### config.mk
export PLATFORM = sky130hd
export DESIGN_NAME = mgw_core
export DESIGN_NICKNAME = d
export VERILOG_FILES = /design/src/design/mgw_pkg.sv /design/src/design/mgw_core.sv /design/src/design/mgw_gap.sv
export SDC_FILE = /design/constraint.sdc
export NUM_CORES = 1
export LEC_CHECK = 0
export BUFFER_PORTS_ARGS = -buffer_cell sky130_fd_sc_hd__buf_2
export CORE_UTILIZATION = 30
export DETAILED_ROUTE_END_ITERATION = 8
export PLACE_DENSITY = 0.46
export SYNTH_ARGS = -nofsm -noshare
export SYNTH_HDL_FRONTEND = slang
export SYNTH_HIERARCHICAL = 1
export SYNTH_SLANG_ARGS = --single-unit
### constraint.sdc
create_clock -name i_clock -period 7.6 [get_ports i_clock]
set_clock_uncertainty 0.15 [all_clocks]
set_input_delay 0.38 -clock i_clock [delete_from_list [all_inputs] [get_ports i_clock]]
set_output_delay 0.38 -clock i_clock [all_outputs]
set_load 0.03 [all_outputs]
### src/design/mgw_pkg.sv
// Purpose: Shared constants for the serial gateway core.
// Assumes: 20 MHz clock; register port with one-cycle read latency.
// Notes:   Times are kept in their own units and converted to cycles here.
package mgw_pkg;
  localparam int unsigned CLK_HZ       = 20000000;
  localparam int unsigned TMO_STEP_MS  = 100;
  localparam int unsigned TMO_STEP_CYC = CLK_HZ / 1000 * TMO_STEP_MS;
  localparam int unsigned IFD_STEP_MS  = 10;
  localparam int unsigned IFD_STEP_CYC = CLK_HZ / 1000 * IFD_STEP_MS;
  localparam int unsigned MS_CYC       = CLK_HZ / 1000;

  localparam logic [3:0] ADDR_CTRL   = 4'h0;
  localparam logic [3:0] ADDR_TMO    = 4'h1;
  localparam logic [3:0] ADDR_IFD    = 4'h2;
  localparam logic [3:0] ADDR_SIE    = 4'h3;
  localparam logic [3:0] ADDR_UNIT   = 4'h4;
  localparam logic [3:0] ADDR_MAXC   = 4'h5;
  localparam logic [3:0] ADDR_STAT   = 4'h6;
  localparam logic [3:0] ADDR_CHAR   = 4'h7;

  localparam int CTRL_GW_BIT    = 0;
  localparam int CTRL_BCAST_BIT = 1;
  localparam int CTRL_PROTO_LSB = 2;

  localparam logic [1:0] PROTO_RTU  = 2'h0;
  localparam logic [1:0] PROTO_JBUS = 2'h1;

  localparam logic [7:0]  RST_CTRL  = 8'h00;
  localparam logic [3:0]  RST_TMO   = 4'h9;
  localparam logic [3:0]  RST_IFD   = 4'h0;
  localparam logic [3:0]  RST_SIE   = 4'h0;
  localparam logic [7:0]  RST_UNIT  = 8'h01;
  localparam logic [3:0]  RST_MAXC  = 4'h3;
  localparam logic [15:0] RST_CHAR  = 16'h3A98;

  localparam logic [7:0] UNIT_BCAST = 8'h00;
  localparam logic [7:0] UNIT_SELF  = 8'hFF;
  localparam logic [7:0] EXC_FLAG   = 8'h80;
  localparam logic [7:0] EXC_NORESP = 8'h0B;
  localparam logic [15:0] TCP_PORT  = 16'h01F6;
endpackage

### src/design/mgw_core.sv
// Purpose: Request routing and serial transaction timing for a Modbus gateway.
// Assumes: TCP framing is done upstream; serial characters arrive already decoded.
// Notes:   One serial transaction at a time; requests wait on o_req_ready.
// Notes on behaviour
// - Forward to serial only while the port mode is gateway.
// - Gateway acts only when the serial protocol is RTU or Jbus.
// - Broadcasts go downstream only when broadcast forwarding is enabled.
// - Missing downstream reply after the set timeout yields an exception response.
// - Hold the set inter-frame delay after a response before the next request.
// - Frame silence is 3.5 characters plus an extension of 0 to 15.
// - After full silence the next character starts a new frame.
// - Timeout, delay and extension apply only in gateway mode.
// - Open connections are capped at a configurable maximum.
// - Requests from TCP port 502 are converted and sent to the slave.
// - Unit 255 or own unit id are handled locally, others forwarded.
// - Broadcasts with unit zero are always processed locally too.
//
// Decided for this implementation: the register offsets and the strobed register port.
`timescale 1ns/100ps
`default_nettype none
module mgw_core #(
  // Cycles per millisecond; a bench may shrink it so that the long timeouts can be reached.
  parameter int unsigned CYC_PER_MS = mgw_pkg::MS_CYC
) (
  input  wire logic        i_clock,
  input  wire logic        i_rst_n,
  input  wire logic        i_ce,
  input  wire logic [3:0]  i_addr,
  input  wire logic [15:0] i_wdata,
  input  wire logic        i_wr,
  input  wire logic        i_rd,
  output logic      [15:0] o_rdata,
  input  wire logic        i_conn_open,
  input  wire logic        i_conn_close,
  output logic             o_conn_accept,
  input  wire logic        i_req_valid,
  input  wire logic [15:0] i_req_port,
  input  wire logic [7:0]  i_req_unit,
  input  wire logic [7:0]  i_req_func,
  output logic             o_req_ready,
  output logic             o_fwd_start,
  output logic      [7:0]  o_fwd_unit,
  output logic      [7:0]  o_fwd_func,
  output logic             o_local,
  output logic             o_serial_busy,
  input  wire logic        i_rx_char,
  input  wire logic        i_rx_done,
  output logic             o_rx_new_frame,
  output logic             o_exc_valid,
  output logic      [7:0]  o_exc_func,
  output logic      [7:0]  o_exc_code
);
  typedef enum logic [1:0] {ST_IDLE, ST_WAIT, ST_HOLD} mgw_state_type;

  logic [7:0]  ctrl_q, ctrl_d;
  logic [3:0]  tmo_q, tmo_d, ifd_q, ifd_d, sie_q, sie_d, maxc_q, maxc_d;
  logic [7:0]  unit_q, unit_d;
  logic [15:0] char_q, char_d;
  logic [15:0] rdata_q, rdata_d;
  logic [3:0]  conn_q, conn_d;
  mgw_state_type st_q, st_d;
  logic [27:0] tmr_q, tmr_d;
  logic [7:0]  func_q, func_d, funit_q, funit_d;
  logic        fwd_q, fwd_d, loc_q, loc_d, exc_q, exc_d, nf_q, nf_d;
  logic        rxc_s1_q, rxc_q, rxd_s1_q, rxd_q, rxc_prev_q, rxd_prev_q;
  logic        rx_char, rx_done, silent, silent_q;
  logic        gw_on, is_bcast, is_self, take, fwd_go;
  logic [27:0] tmo_cyc, ifd_cyc;

  // Serial events come from the transceiver pins, so they are synchronised first.
  always_ff @(posedge i_clock or negedge i_rst_n) begin
    if (!i_rst_n) begin
      rxc_s1_q   <= 1'b0;
      rxc_q      <= 1'b0;
      rxd_s1_q   <= 1'b0;
      rxd_q      <= 1'b0;
      rxc_prev_q <= 1'b0;
      rxd_prev_q <= 1'b0;
      silent_q   <= 1'b1;
    end else if (i_ce) begin
      rxc_s1_q   <= i_rx_char;
      rxc_q      <= rxc_s1_q;
      rxd_s1_q   <= i_rx_done;
      rxd_q      <= rxd_s1_q;
      rxc_prev_q <= rxc_q;
      rxd_prev_q <= rxd_q;
      silent_q   <= silent;
    end
  end
  assign rx_char = rxc_q & ~rxc_prev_q;
  assign rx_done = rxd_q & ~rxd_prev_q;

  mgw_gap u_gap (
    .i_clock    (i_clock),
    .i_rst_n    (i_rst_n),
    .i_ce       (i_ce),
    .i_rx_char  (rx_char),
    .i_char_cyc (char_q),
    .i_ext      (gw_on ? sie_q : 4'h0),
    .o_silent   (silent)
  );

  assign gw_on = ctrl_q[mgw_pkg::CTRL_GW_BIT]
    && (ctrl_q[mgw_pkg::CTRL_PROTO_LSB +: 2] == mgw_pkg::PROTO_RTU
     || ctrl_q[mgw_pkg::CTRL_PROTO_LSB +: 2] == mgw_pkg::PROTO_JBUS);
  assign is_bcast = (i_req_unit == mgw_pkg::UNIT_BCAST);
  assign is_self  = (i_req_unit == mgw_pkg::UNIT_SELF) || (i_req_unit == unit_q);

  // Timeout steps: codes 0..4 are 0.1..0.5 s, codes 5..14 are 1..10 s.
  assign tmo_cyc = (tmo_q < 4'h5)
    ? 28'(({24'h000000, tmo_q} + 28'h0000001) * 28'(mgw_pkg::TMO_STEP_MS * CYC_PER_MS))
    : 28'(({24'h000000, tmo_q} - 28'h0000004)
      * 28'(10 * mgw_pkg::TMO_STEP_MS * CYC_PER_MS));
  assign ifd_cyc = 28'({24'h000000, (ifd_q > 4'hA ? 4'hA : ifd_q)}
                 * 28'(mgw_pkg::IFD_STEP_MS * CYC_PER_MS));

  assign o_req_ready = (st_q == ST_IDLE);
  assign take   = i_req_valid && o_req_ready && (i_req_port == mgw_pkg::TCP_PORT);
  assign fwd_go = take && gw_on && !is_self
               && (!is_bcast || ctrl_q[mgw_pkg::CTRL_BCAST_BIT]);

  always_comb begin
    st_d    = st_q;
    tmr_d   = tmr_q;
    func_d  = func_q;
    funit_d = funit_q;
    fwd_d   = 1'b0;
    loc_d   = 1'b0;
    exc_d   = 1'b0;
    nf_d    = rx_char && silent_q;
    unique case (st_q)
      ST_IDLE: begin
        if (take) begin
          loc_d = !fwd_go || is_bcast;
          if (fwd_go) begin
            fwd_d   = 1'b1;
            funit_d = i_req_unit;
            func_d  = i_req_func;
            tmr_d   = 28'h0000000;
            // A broadcast has no reply, so only the inter-frame hold follows.
            st_d    = is_bcast ? ST_HOLD : ST_WAIT;
          end
        end
      end
      ST_WAIT: begin
        if (rx_done) begin
          tmr_d = 28'h0000000;
          st_d  = ST_HOLD;
        end else if (tmr_q + 28'h0000001 >= tmo_cyc) begin
          exc_d = 1'b1;
          tmr_d = 28'h0000000;
          st_d  = ST_HOLD;
        end else begin
          tmr_d = tmr_q + 28'h0000001;
        end
      end
      ST_HOLD: begin
        if (tmr_q >= ifd_cyc) begin
          st_d = ST_IDLE;
        end else begin
          tmr_d = tmr_q + 28'h0000001;
        end
      end
    endcase
  end

  always_ff @(posedge i_clock or negedge i_rst_n) begin
    if (!i_rst_n) begin
      st_q    <= ST_IDLE;
      tmr_q   <= 28'h0000000;
      func_q  <= 8'h00;
      funit_q <= 8'h00;
      fwd_q   <= 1'b0;
      loc_q   <= 1'b0;
      exc_q   <= 1'b0;
      nf_q    <= 1'b0;
    end else if (i_ce) begin
      st_q    <= st_d;
      tmr_q   <= tmr_d;
      func_q  <= func_d;
      funit_q <= funit_d;
      fwd_q   <= fwd_d;
      loc_q   <= loc_d;
      exc_q   <= exc_d;
      nf_q    <= nf_d;
    end
  end

  // Connection count; an open and a close together leave it unchanged.
  always_comb begin
    conn_d = conn_q;
    if (i_conn_open && conn_q < maxc_q && !i_conn_close) begin
      conn_d = conn_q + 4'h1;
    end else if (i_conn_close && !i_conn_open && conn_q != 4'h0) begin
      conn_d = conn_q - 4'h1;
    end
  end
  assign o_conn_accept = i_conn_open && (conn_q < maxc_q || i_conn_close);

  // Register port.
  always_comb begin
    ctrl_d  = ctrl_q;
    tmo_d   = tmo_q;
    ifd_d   = ifd_q;
    sie_d   = sie_q;
    unit_d  = unit_q;
    maxc_d  = maxc_q;
    char_d  = char_q;
    rdata_d = 16'h0000;
    if (i_wr) begin
      unique case (i_addr)
        mgw_pkg::ADDR_CTRL: ctrl_d = i_wdata[7:0];
        mgw_pkg::ADDR_TMO:  tmo_d  = (i_wdata[3:0] > 4'hE) ? 4'hE : i_wdata[3:0];
        mgw_pkg::ADDR_IFD:  ifd_d  = (i_wdata[3:0] > 4'hA) ? 4'hA : i_wdata[3:0];
        mgw_pkg::ADDR_SIE:  sie_d  = i_wdata[3:0];
        mgw_pkg::ADDR_UNIT: unit_d = i_wdata[7:0];
        mgw_pkg::ADDR_MAXC: maxc_d = i_wdata[3:0];
        mgw_pkg::ADDR_CHAR: char_d = i_wdata;
        default: ;
      endcase
    end
    if (i_rd) begin
      unique case (i_addr)
        mgw_pkg::ADDR_CTRL: rdata_d = {8'h00, ctrl_q};
        mgw_pkg::ADDR_TMO:  rdata_d = {12'h000, tmo_q};
        mgw_pkg::ADDR_IFD:  rdata_d = {12'h000, ifd_q};
        mgw_pkg::ADDR_SIE:  rdata_d = {12'h000, sie_q};
        mgw_pkg::ADDR_UNIT: rdata_d = {8'h00, unit_q};
        mgw_pkg::ADDR_MAXC: rdata_d = {12'h000, maxc_q};
        mgw_pkg::ADDR_STAT: rdata_d = {8'h00, conn_q, silent_q, gw_on, st_q};
        mgw_pkg::ADDR_CHAR: rdata_d = char_q;
        default:            rdata_d = 16'h0000;
      endcase
    end
  end

  always_ff @(posedge i_clock or negedge i_rst_n) begin
    if (!i_rst_n) begin
      ctrl_q  <= mgw_pkg::RST_CTRL;
      tmo_q   <= mgw_pkg::RST_TMO;
      ifd_q   <= mgw_pkg::RST_IFD;
      sie_q   <= mgw_pkg::RST_SIE;
      unit_q  <= mgw_pkg::RST_UNIT;
      maxc_q  <= mgw_pkg::RST_MAXC;
      char_q  <= mgw_pkg::RST_CHAR;
      rdata_q <= 16'h0000;
      conn_q  <= 4'h0;
    end else if (i_ce) begin
      ctrl_q  <= ctrl_d;
      tmo_q   <= tmo_d;
      ifd_q   <= ifd_d;
      sie_q   <= sie_d;
      unit_q  <= unit_d;
      maxc_q  <= maxc_d;
      char_q  <= char_d;
      rdata_q <= rdata_d;
      conn_q  <= conn_d;
    end
  end

  assign o_rdata        = rdata_q;
  assign o_fwd_start    = fwd_q;
  assign o_fwd_unit     = funit_q;
  assign o_fwd_func     = func_q;
  assign o_local        = loc_q;
  assign o_serial_busy  = (st_q != ST_IDLE);
  assign o_rx_new_frame = nf_q;
  assign o_exc_valid    = exc_q;
  assign o_exc_func     = func_q | mgw_pkg::EXC_FLAG;
  assign o_exc_code     = mgw_pkg::EXC_NORESP;
endmodule
`default_nettype wire

### src/design/mgw_gap.sv
// Purpose: Silent interval tracker on the serial receive side.
// Assumes: Character time is given in clock cycles.
// Notes:   Silence is 3.5 characters plus an extension in whole characters.
`timescale 1ns/100ps
`default_nettype none
module mgw_gap (
  input  wire logic        i_clock,
  input  wire logic        i_rst_n,
  input  wire logic        i_ce,
  input  wire logic        i_rx_char,
  input  wire logic [15:0] i_char_cyc,
  input  wire logic [3:0]  i_ext,
  output logic             o_silent
);
  logic [23:0] cnt_q, cnt_d;
  logic        sil_q, sil_d;
  logic [23:0] limit;

  // Seven half characters, plus the extension in whole characters.
  assign limit = 24'((({8'h00, i_char_cyc} * 24'h000007) >> 1)
               + ({8'h00, i_char_cyc} * {20'h00000, i_ext}));

  always_comb begin
    cnt_d = cnt_q;
    sil_d = sil_q;
    if (i_rx_char) begin
      cnt_d = 24'h000000;
      sil_d = 1'b0;
    end else if (!sil_q) begin
      if (cnt_q + 24'h000001 >= limit) begin
        sil_d = 1'b1;
      end else begin
        cnt_d = cnt_q + 24'h000001;
      end
    end
  end

  always_ff @(posedge i_clock or negedge i_rst_n) begin
    if (!i_rst_n) begin
      cnt_q <= 24'h000000;
      sil_q <= 1'b1;
    end else if (i_ce) begin
      cnt_q <= cnt_d;
      sil_q <= sil_d;
    end
  end

  assign o_silent = sil_q;
endmodule
`default_nettype wire

==> impl_metrics.json, run 1 <==
{
  "outcome": "complete, but fails checks",
  "violations": "design-rule violations",
  "root_buffer": "clkbuf_16",
  "yosysSeqAreaShare_pct": 23.3,
  "hold_depth": 2,
  "final_nets": 2246,
  "clk_pin_slew_ns": 0.07,
  "powerDensity_mw_per_mm2": 357,
  "drt_iter0_drc": 537,
  "synthTopCellsByArea": "dfrtp_1 21%, ha_1 17%, fa_1 11%",
  "cp.arrival_ns": 7.43,
  "drtAntennaViolNets": 0,
  "seq_power_share_pct": 16.9,
  "drive_above_1_share_pct": 16.6,
  "max_cap_violations": 0,
  "power_frac_comb_pct": 70.4,
  "synth_top_area_share_pct": 21.1,
  "cts_buffer_depth": 2,
  "p_sw_mw": 3.17,
  "die_h_um": 234,
  "fin_crit_sh_pct": 95.4,
  "yosys-top-cells-count": "224 x ha_1, 184 x inv_1, 155 x nand2_1, 136 x dfrtp_1, 99 x o21ai_0",
  "synth_area_leader_cell": "dfrtp_1",
  "netlist_area_mm2": 0.0162,
  "cp_data_required_time_ns": 7.78,
  "min_period_ns": 7.25,
  "yosys_register_bits": 150,
  "instances_no_fill": 2576,
  "post_drt_wl_per_cell_um": 16.7,
  "gr-total-overflow": 0,
  "synth_edf_count": 0,
  "grt_usage_pct": 16.1,
  "antennaDiodeCount": 0,
  "post_dp_cell_area_mm2": 0.0176,
  "crit_type": "flip-flop to flip-flop",
  "io_pins": 117,
  "place_hpwl_um": 33500,
  "htreeDepth": 4,
  "ir_worst_vdd_mv": 0.220,
  "yosysWarnings": 6,
  "relSlewSlack_pct": 31.5,
  "setup_viol": 0,
  "drcViolationCount": 1,
  "fillers": 5479,
  "hold_viol_final": 0,
  "final_max_slew_viol_count": 0,
  "avgSynthCellArea_um2": 9.23,
  "grt_pass1_wl_um": 69800,
  "power.total_mw": 6.57,
  "p_int_mw": 3.40,
  "clock_sinks": 150,
  "crit_path_start_kind": "flip-flop",
  "async_flop_share_pct": 100,
  "globalplace.congestion": 0.834,
  "rows": 84,
  "yosysMostFrequentCell": "ha_1",
  "totalWireLength_um": 43100,
  "crit_slowest_cell": "fa_1",
  "grt_pass1_vias": 13000,
  "grt_start_max_net_pins": 105,
  "slowest_delay_ns": 0.50,
  "via_per_inst": 5.00,
  "syn_to_final_growth_pct": 14.1,
  "syn_inst": 1751,
  "rsz0062_at_grt": "false",
  "numPortBuffers": 107,
  "power.static_leakage_nw": 8.99,
  "synthFlopType": "dfrtp_1",
  "clk_latency_ns": 0.45,
  "worst_pin_slew_ns": 1.03,
  "first_pass_iters": 7,
  "stdcell_area_mm2": 0.0184,
  "coreArea_mm2": 0.0529,
  "clockPowerShare_pct": 12.8,
  "cp_max_fo": 10,
  "fin_setup_tns_ns": 0,
  "dieWidth_um": 234,
  "via_count": 12900,
  "start_util_pct": 30.6,
  "endpoint_kind": "flip-flop",
  "worstRegToRegCells": 31,
  "cts-buffers-inserted": 17,
  "cts_tree": "built",
  "swShare_pct": 48.3,
  "synth.distinct_cells": 81,
  "antenna_found_initial": 0,
  "hold_ws_ns": 0.0255,
  "fmax_mhz": 138,
  "dieArea_mm2": 0.0548,
  "min_path_type": "input port to flip-flop",
  "dp.cells": 2522
}
## per-layer routing
metal	up-vias	wire [um]	global-route usage, %
met4	0	491	3.47
met5	-	0	0
met1	6364	21200	22.0
met2	155	20500	27.1
li1	6335	-	-
met3	24	926	1.88
## path summary, 6_finish.rpt
kind                              from        endpoint  slack, ns
hold reg to reg               rxd_s1_q           rxd_q       0.35
setup / recovery             char_q[2]  u_gap/cnt_q[6]       0.35
setup reg to reg             char_q[2]  u_gap/cnt_q[6]       0.35
hold / removal             i_wdata[10]      char_q[10]       0.03
max in group asynchronous      i_rst_n  u_gap/cnt_q[2]       5.54
min in group asynchronous      i_rst_n   o_fwd_func[6]       0.50
## state kept, by name (all words and copies together), names as in the netlist, 2 cells and up
name / cells
sie_q: 4
o_rdata: 16
u_gap/cnt_q: 24
maxc_q: 4
char_q: 16
ctrl_q: 8
o_fwd_func: 8
st_q: 2
conn_q: 4
ifd_q: 4
tmr_q: 28
unit_q: 8
tmo_q: 4
o_fwd_unit: 8
## per-stage QoR
| stage | setup WS [ns] | util, % |
|---|---|---|
| floorplan | 0.298 | - |
| global placement | 0.283 | 33.3 |
| detailed placement | 0.136 | 33.3 |
| CTS | 0.0856 | 34.6 |
| global route | 0.00680 | 34.9 |
| finish | 0.352 | 34.9 |
## timing repair
item	in CTS	in global routing
endpoints found under the hold margin	105	0
endpoints found under the setup margin	0	25
gates resized for setup	0	11
hold buffers	15	0
setup buffers	0	5
## layout by cell type, fill, tap and decap left out, types with 60 or more instances in the layout
cell type,n
ha_1,223
inv_1,184
nand2_1,155
dfrtp_1,135
buf_2,106
o21ai_0,96
fa_1,85
nor2_1,80
xnor2_1,78
mux2_2,71
a21oi_1,60
## layout make-up
cell class,count,area (um^2),share of cell area [%]
clock buffers,19,443,2.40
clock inverters,13,118,0.638
inverters,184,691,3.75
multi-input cells,1352,11400,62.0
flip-flops and latches,150,3770,20.5
well taps,688,861,4.67
repair buffers,170,1110,6.03
## power by group through the flow
stage | registers, mW | clock network [mW] | logic, mW
2_1_floorplan | 1.08 | 0 | 3.44
3_3_place_gp | 1.12 | 0 | 4.52
3_5_place_dp | 1.13 | 0 | 4.60
4_1_cts | 1.11 | 0.865 | 4.64
5_1_grt | 1.14 | 0.891 | 5.31
6_report | 1.11 | 0.838 | 4.63
## kinds of logic after synthesis
group                      share of synthesized area (%)
xor gates and xnor gates                            6.56
DFF                                                 23.3
other                                             0.0465
buffers and inverters                               6.50
adders and majority gates                           27.9
AOI/OAI and AO/OA                                   14.8
and+or+nand+nor                                     14.5
muxes                                               6.37
## critical path, delay by kind of cell (launching register included)
kind | cells | cell delay [ns]
buf+inv | 3 | 0.37
xor+xnor | 1 | 0.16
simple gates | 10 | 1.62
compound gates | 11 | 2.19
flops | 1 | 0.48
fa+ha+maj | 6 | 2.17
Power figures use the tool's default switching activity.
==> run 2, diff against run 1 <==
- GPL_TIMING_DRIVEN: not set -> 0
==> run 2 against run 1 <==
  * The run still ends with design-rule violations left
  * Routed wire length grew 1.9%
  * Register-to-register slack better by 0.04 ns
  * Flip-flop and latch count unchanged
  * Die area unchanged
  * Final cell count grew 2.1%
  * Largest power group unchanged
  * Via count increased by 1.2%
  * Setup slack improved by 0.043 ns
  * Maximum frequency up 0.59%
==> impl_metrics.json, run 2 (synthesized netlist as in run 1, its figures left out) <==
{
  "coreArea_mm2": 0.0529,
  "reg_top3": "tmr_q (28), u_gap/cnt_q (24)",
  "fin_ws_ns": 0.395,
  "fin_util_pct": 35.5,
  "grt_usage_pct": 16.5,
  "dieArea_mm2": 0.0548,
  "start_util_pct": 30.6,
  "cts-buffers-inserted": 17,
  "violations": "design-rule violations",
  "via_per_inst": 4.96,
  "ir_worst_vdd_mv": 0.182,
  "fillers": 5431,
  "fmax_mhz": 139,
  "powerDensity_mw_per_mm2": 355,
  "clock_sinks": 150,
  "dp_slack_ns": -1.57,
  "cp_data_required_time_ns": 7.83,
  "power.static_leakage_nw": 9.12,
  "grt_pass1_vias": 13100,
  "final_nets": 2299,
  "slowest_delay_ns": 0.53,
  "gr-total-overflow": 0,
  "hold_depth": 2,
  "drtAntennaViolNets": 0,
  "setup_viol": 0,
  "min_path_type": "input port to flip-flop",
  "antennaDiodeCount": 0,
  "crit_path_start_kind": "flip-flop",
  "max_cap_violations": 0,
  "crit_slowest_cell": "fa_1",
  "relSlewSlack_pct": 19.9,
  "syn_to_final_growth_pct": 16.0,
  "drt_iter0_drc": 567,
  "drive_above_1_share_pct": 18.1,
  "clk_latency_ns": 0.46,
  "fin_setup_tns_ns": 0,
  "clk_pin_slew_ns": 0.07,
  "largest_register": "tmr_q",
  "numPortBuffers": 104,
  "place_hpwl_um": 34700,
  "largest_reg_flops": 28,
  "outcome": "complete, but fails checks",
  "fin_crit_sh_pct": 94.8,
  "first_pass_iters": 6,
  "cts_tree": "built",
  "cp.arrival_ns": 7.44,
  "io_pins": 117,
  "final_max_slew_viol_count": 0,
  "final_cell_mix": "219 x ha_1, 182 x inv_1, 155 x nand2_1, 129 x dfrtp_1, 106 x buf_2",
  "post_drt_wl_per_cell_um": 16.7,
  "worst_pin_slew_ns": 1.19,
  "dieWidth_um": 234,
  "hold_viol_final": 0,
  "rows": 84,
  "htreeDepth": 4,
  "crit_type": "flip-flop to flip-flop",
  "min_period_ns": 7.21,
  "via_count": 13000,
  "antenna_found_initial": 0,
  "final_common_cell": "ha_1",
  "grt_pass1_wl_um": 70700,
  "cts_buffer_depth": 2,
  "drcViolationCount": 1,
  "rrSetupSlack_ns": 0.39,
  "cp_max_fo": 10,
  "worstRegToRegCells": 25,
  "endpoint_kind": "flip-flop",
  "die_h_um": 234,
  "totalWireLength_um": 43900,
  "globalplace.congestion": 0.832,
  "cpMostUsedCell": "fa_1",
  "root_buffer": "clkbuf_16",
  "grt_start_max_net_pins": 111
}
==> run 2: cell count changes in the layout (fill, tap and decap cells not counted), sizes merged <==
cell,delta
clkbuf,+39
buf,+16
clkinv,-2
dlygate4sd3,-2
clkinvlp,+1
inv,+1
==> run 2: repair_timing <==
item | CTS | global route
pin swaps | 2 | 8
hold endpoints to repair | 52 | 0
gates resized for setup | 25 | 46
cloned | 0 | 1
setup buffers | 4 | 29
hold buffers | 13 | 0
endpoints found under the setup margin | 56 | 53
==> run 2: stage by stage <==
stage	hold slack, ns	area (um^2)	cells	power [mW]
floorplan	-0.0656	16200	1758	4.52
global placement	0.334	17600	2550	5.58
detailed placement	0.144	17600	2551	5.64
CTS	0.00596	18400	2599	6.59
global route	0.0222	18800	2629	7.41
finish	0.0314	18800	2629	6.65
==> run 2: worst paths after layout <==
kind,from,endpoint
max,tmo_q[2],tmr_q[12]
min,i_wdata[11],char_q[11]
max reg2reg,tmo_q[2],tmr_q[12]
min reg2reg,rxd_s1_q,rxd_q
max in group asynchronous,i_rst_n,char_q[10]
min in group asynchronous,i_rst_n,o_fwd_func[5]
==> run 2: area by class of cell <==
class | count | area (um^2) | area share (%)
Timing Repair Buffer | 152 | 941 | 5.02
Buffer | 71 | 388 | 2.07
Inverter | 184 | 697 | 3.72
Tap cell | 688 | 861 | 4.59
Multi-Input combinational cell | 1352 | 11500 | 61.5
Clock inverter | 13 | 110 | 0.587
Clock buffer | 19 | 443 | 2.36
Sequential cell | 150 | 3780 | 20.2
==> run 2: routing by layer <==
layer | vias to the layer above | GRT usage [%] | wire, um
met5 | - | 0 | 0
met4 | 0 | 4.67 | 697
met3 | 35 | 1.76 | 1210
met2 | 181 | 27.0 | 20600
met1 | 6376 | 22.9 | 21400
li1 | 6446 | - | -
==> run 2: where the power goes <==
group / internal [mW] / switching (mW) / total, mW
Combinational: 2.07 / 2.63 / 4.69
Sequential: 0.932 / 0.188 / 1.12
Clock: 0.436 / 0.406 / 0.842
==> run 2: critical path: cells and delay by family (launching register included) <==
kind            cells  cell delay (ns)
compound gates      7             1.61
fa+ha+maj           7             2.68
buf+inv             7             1.09
flops               1             0.46
mux                 1             0.28
simple gates        3             0.83
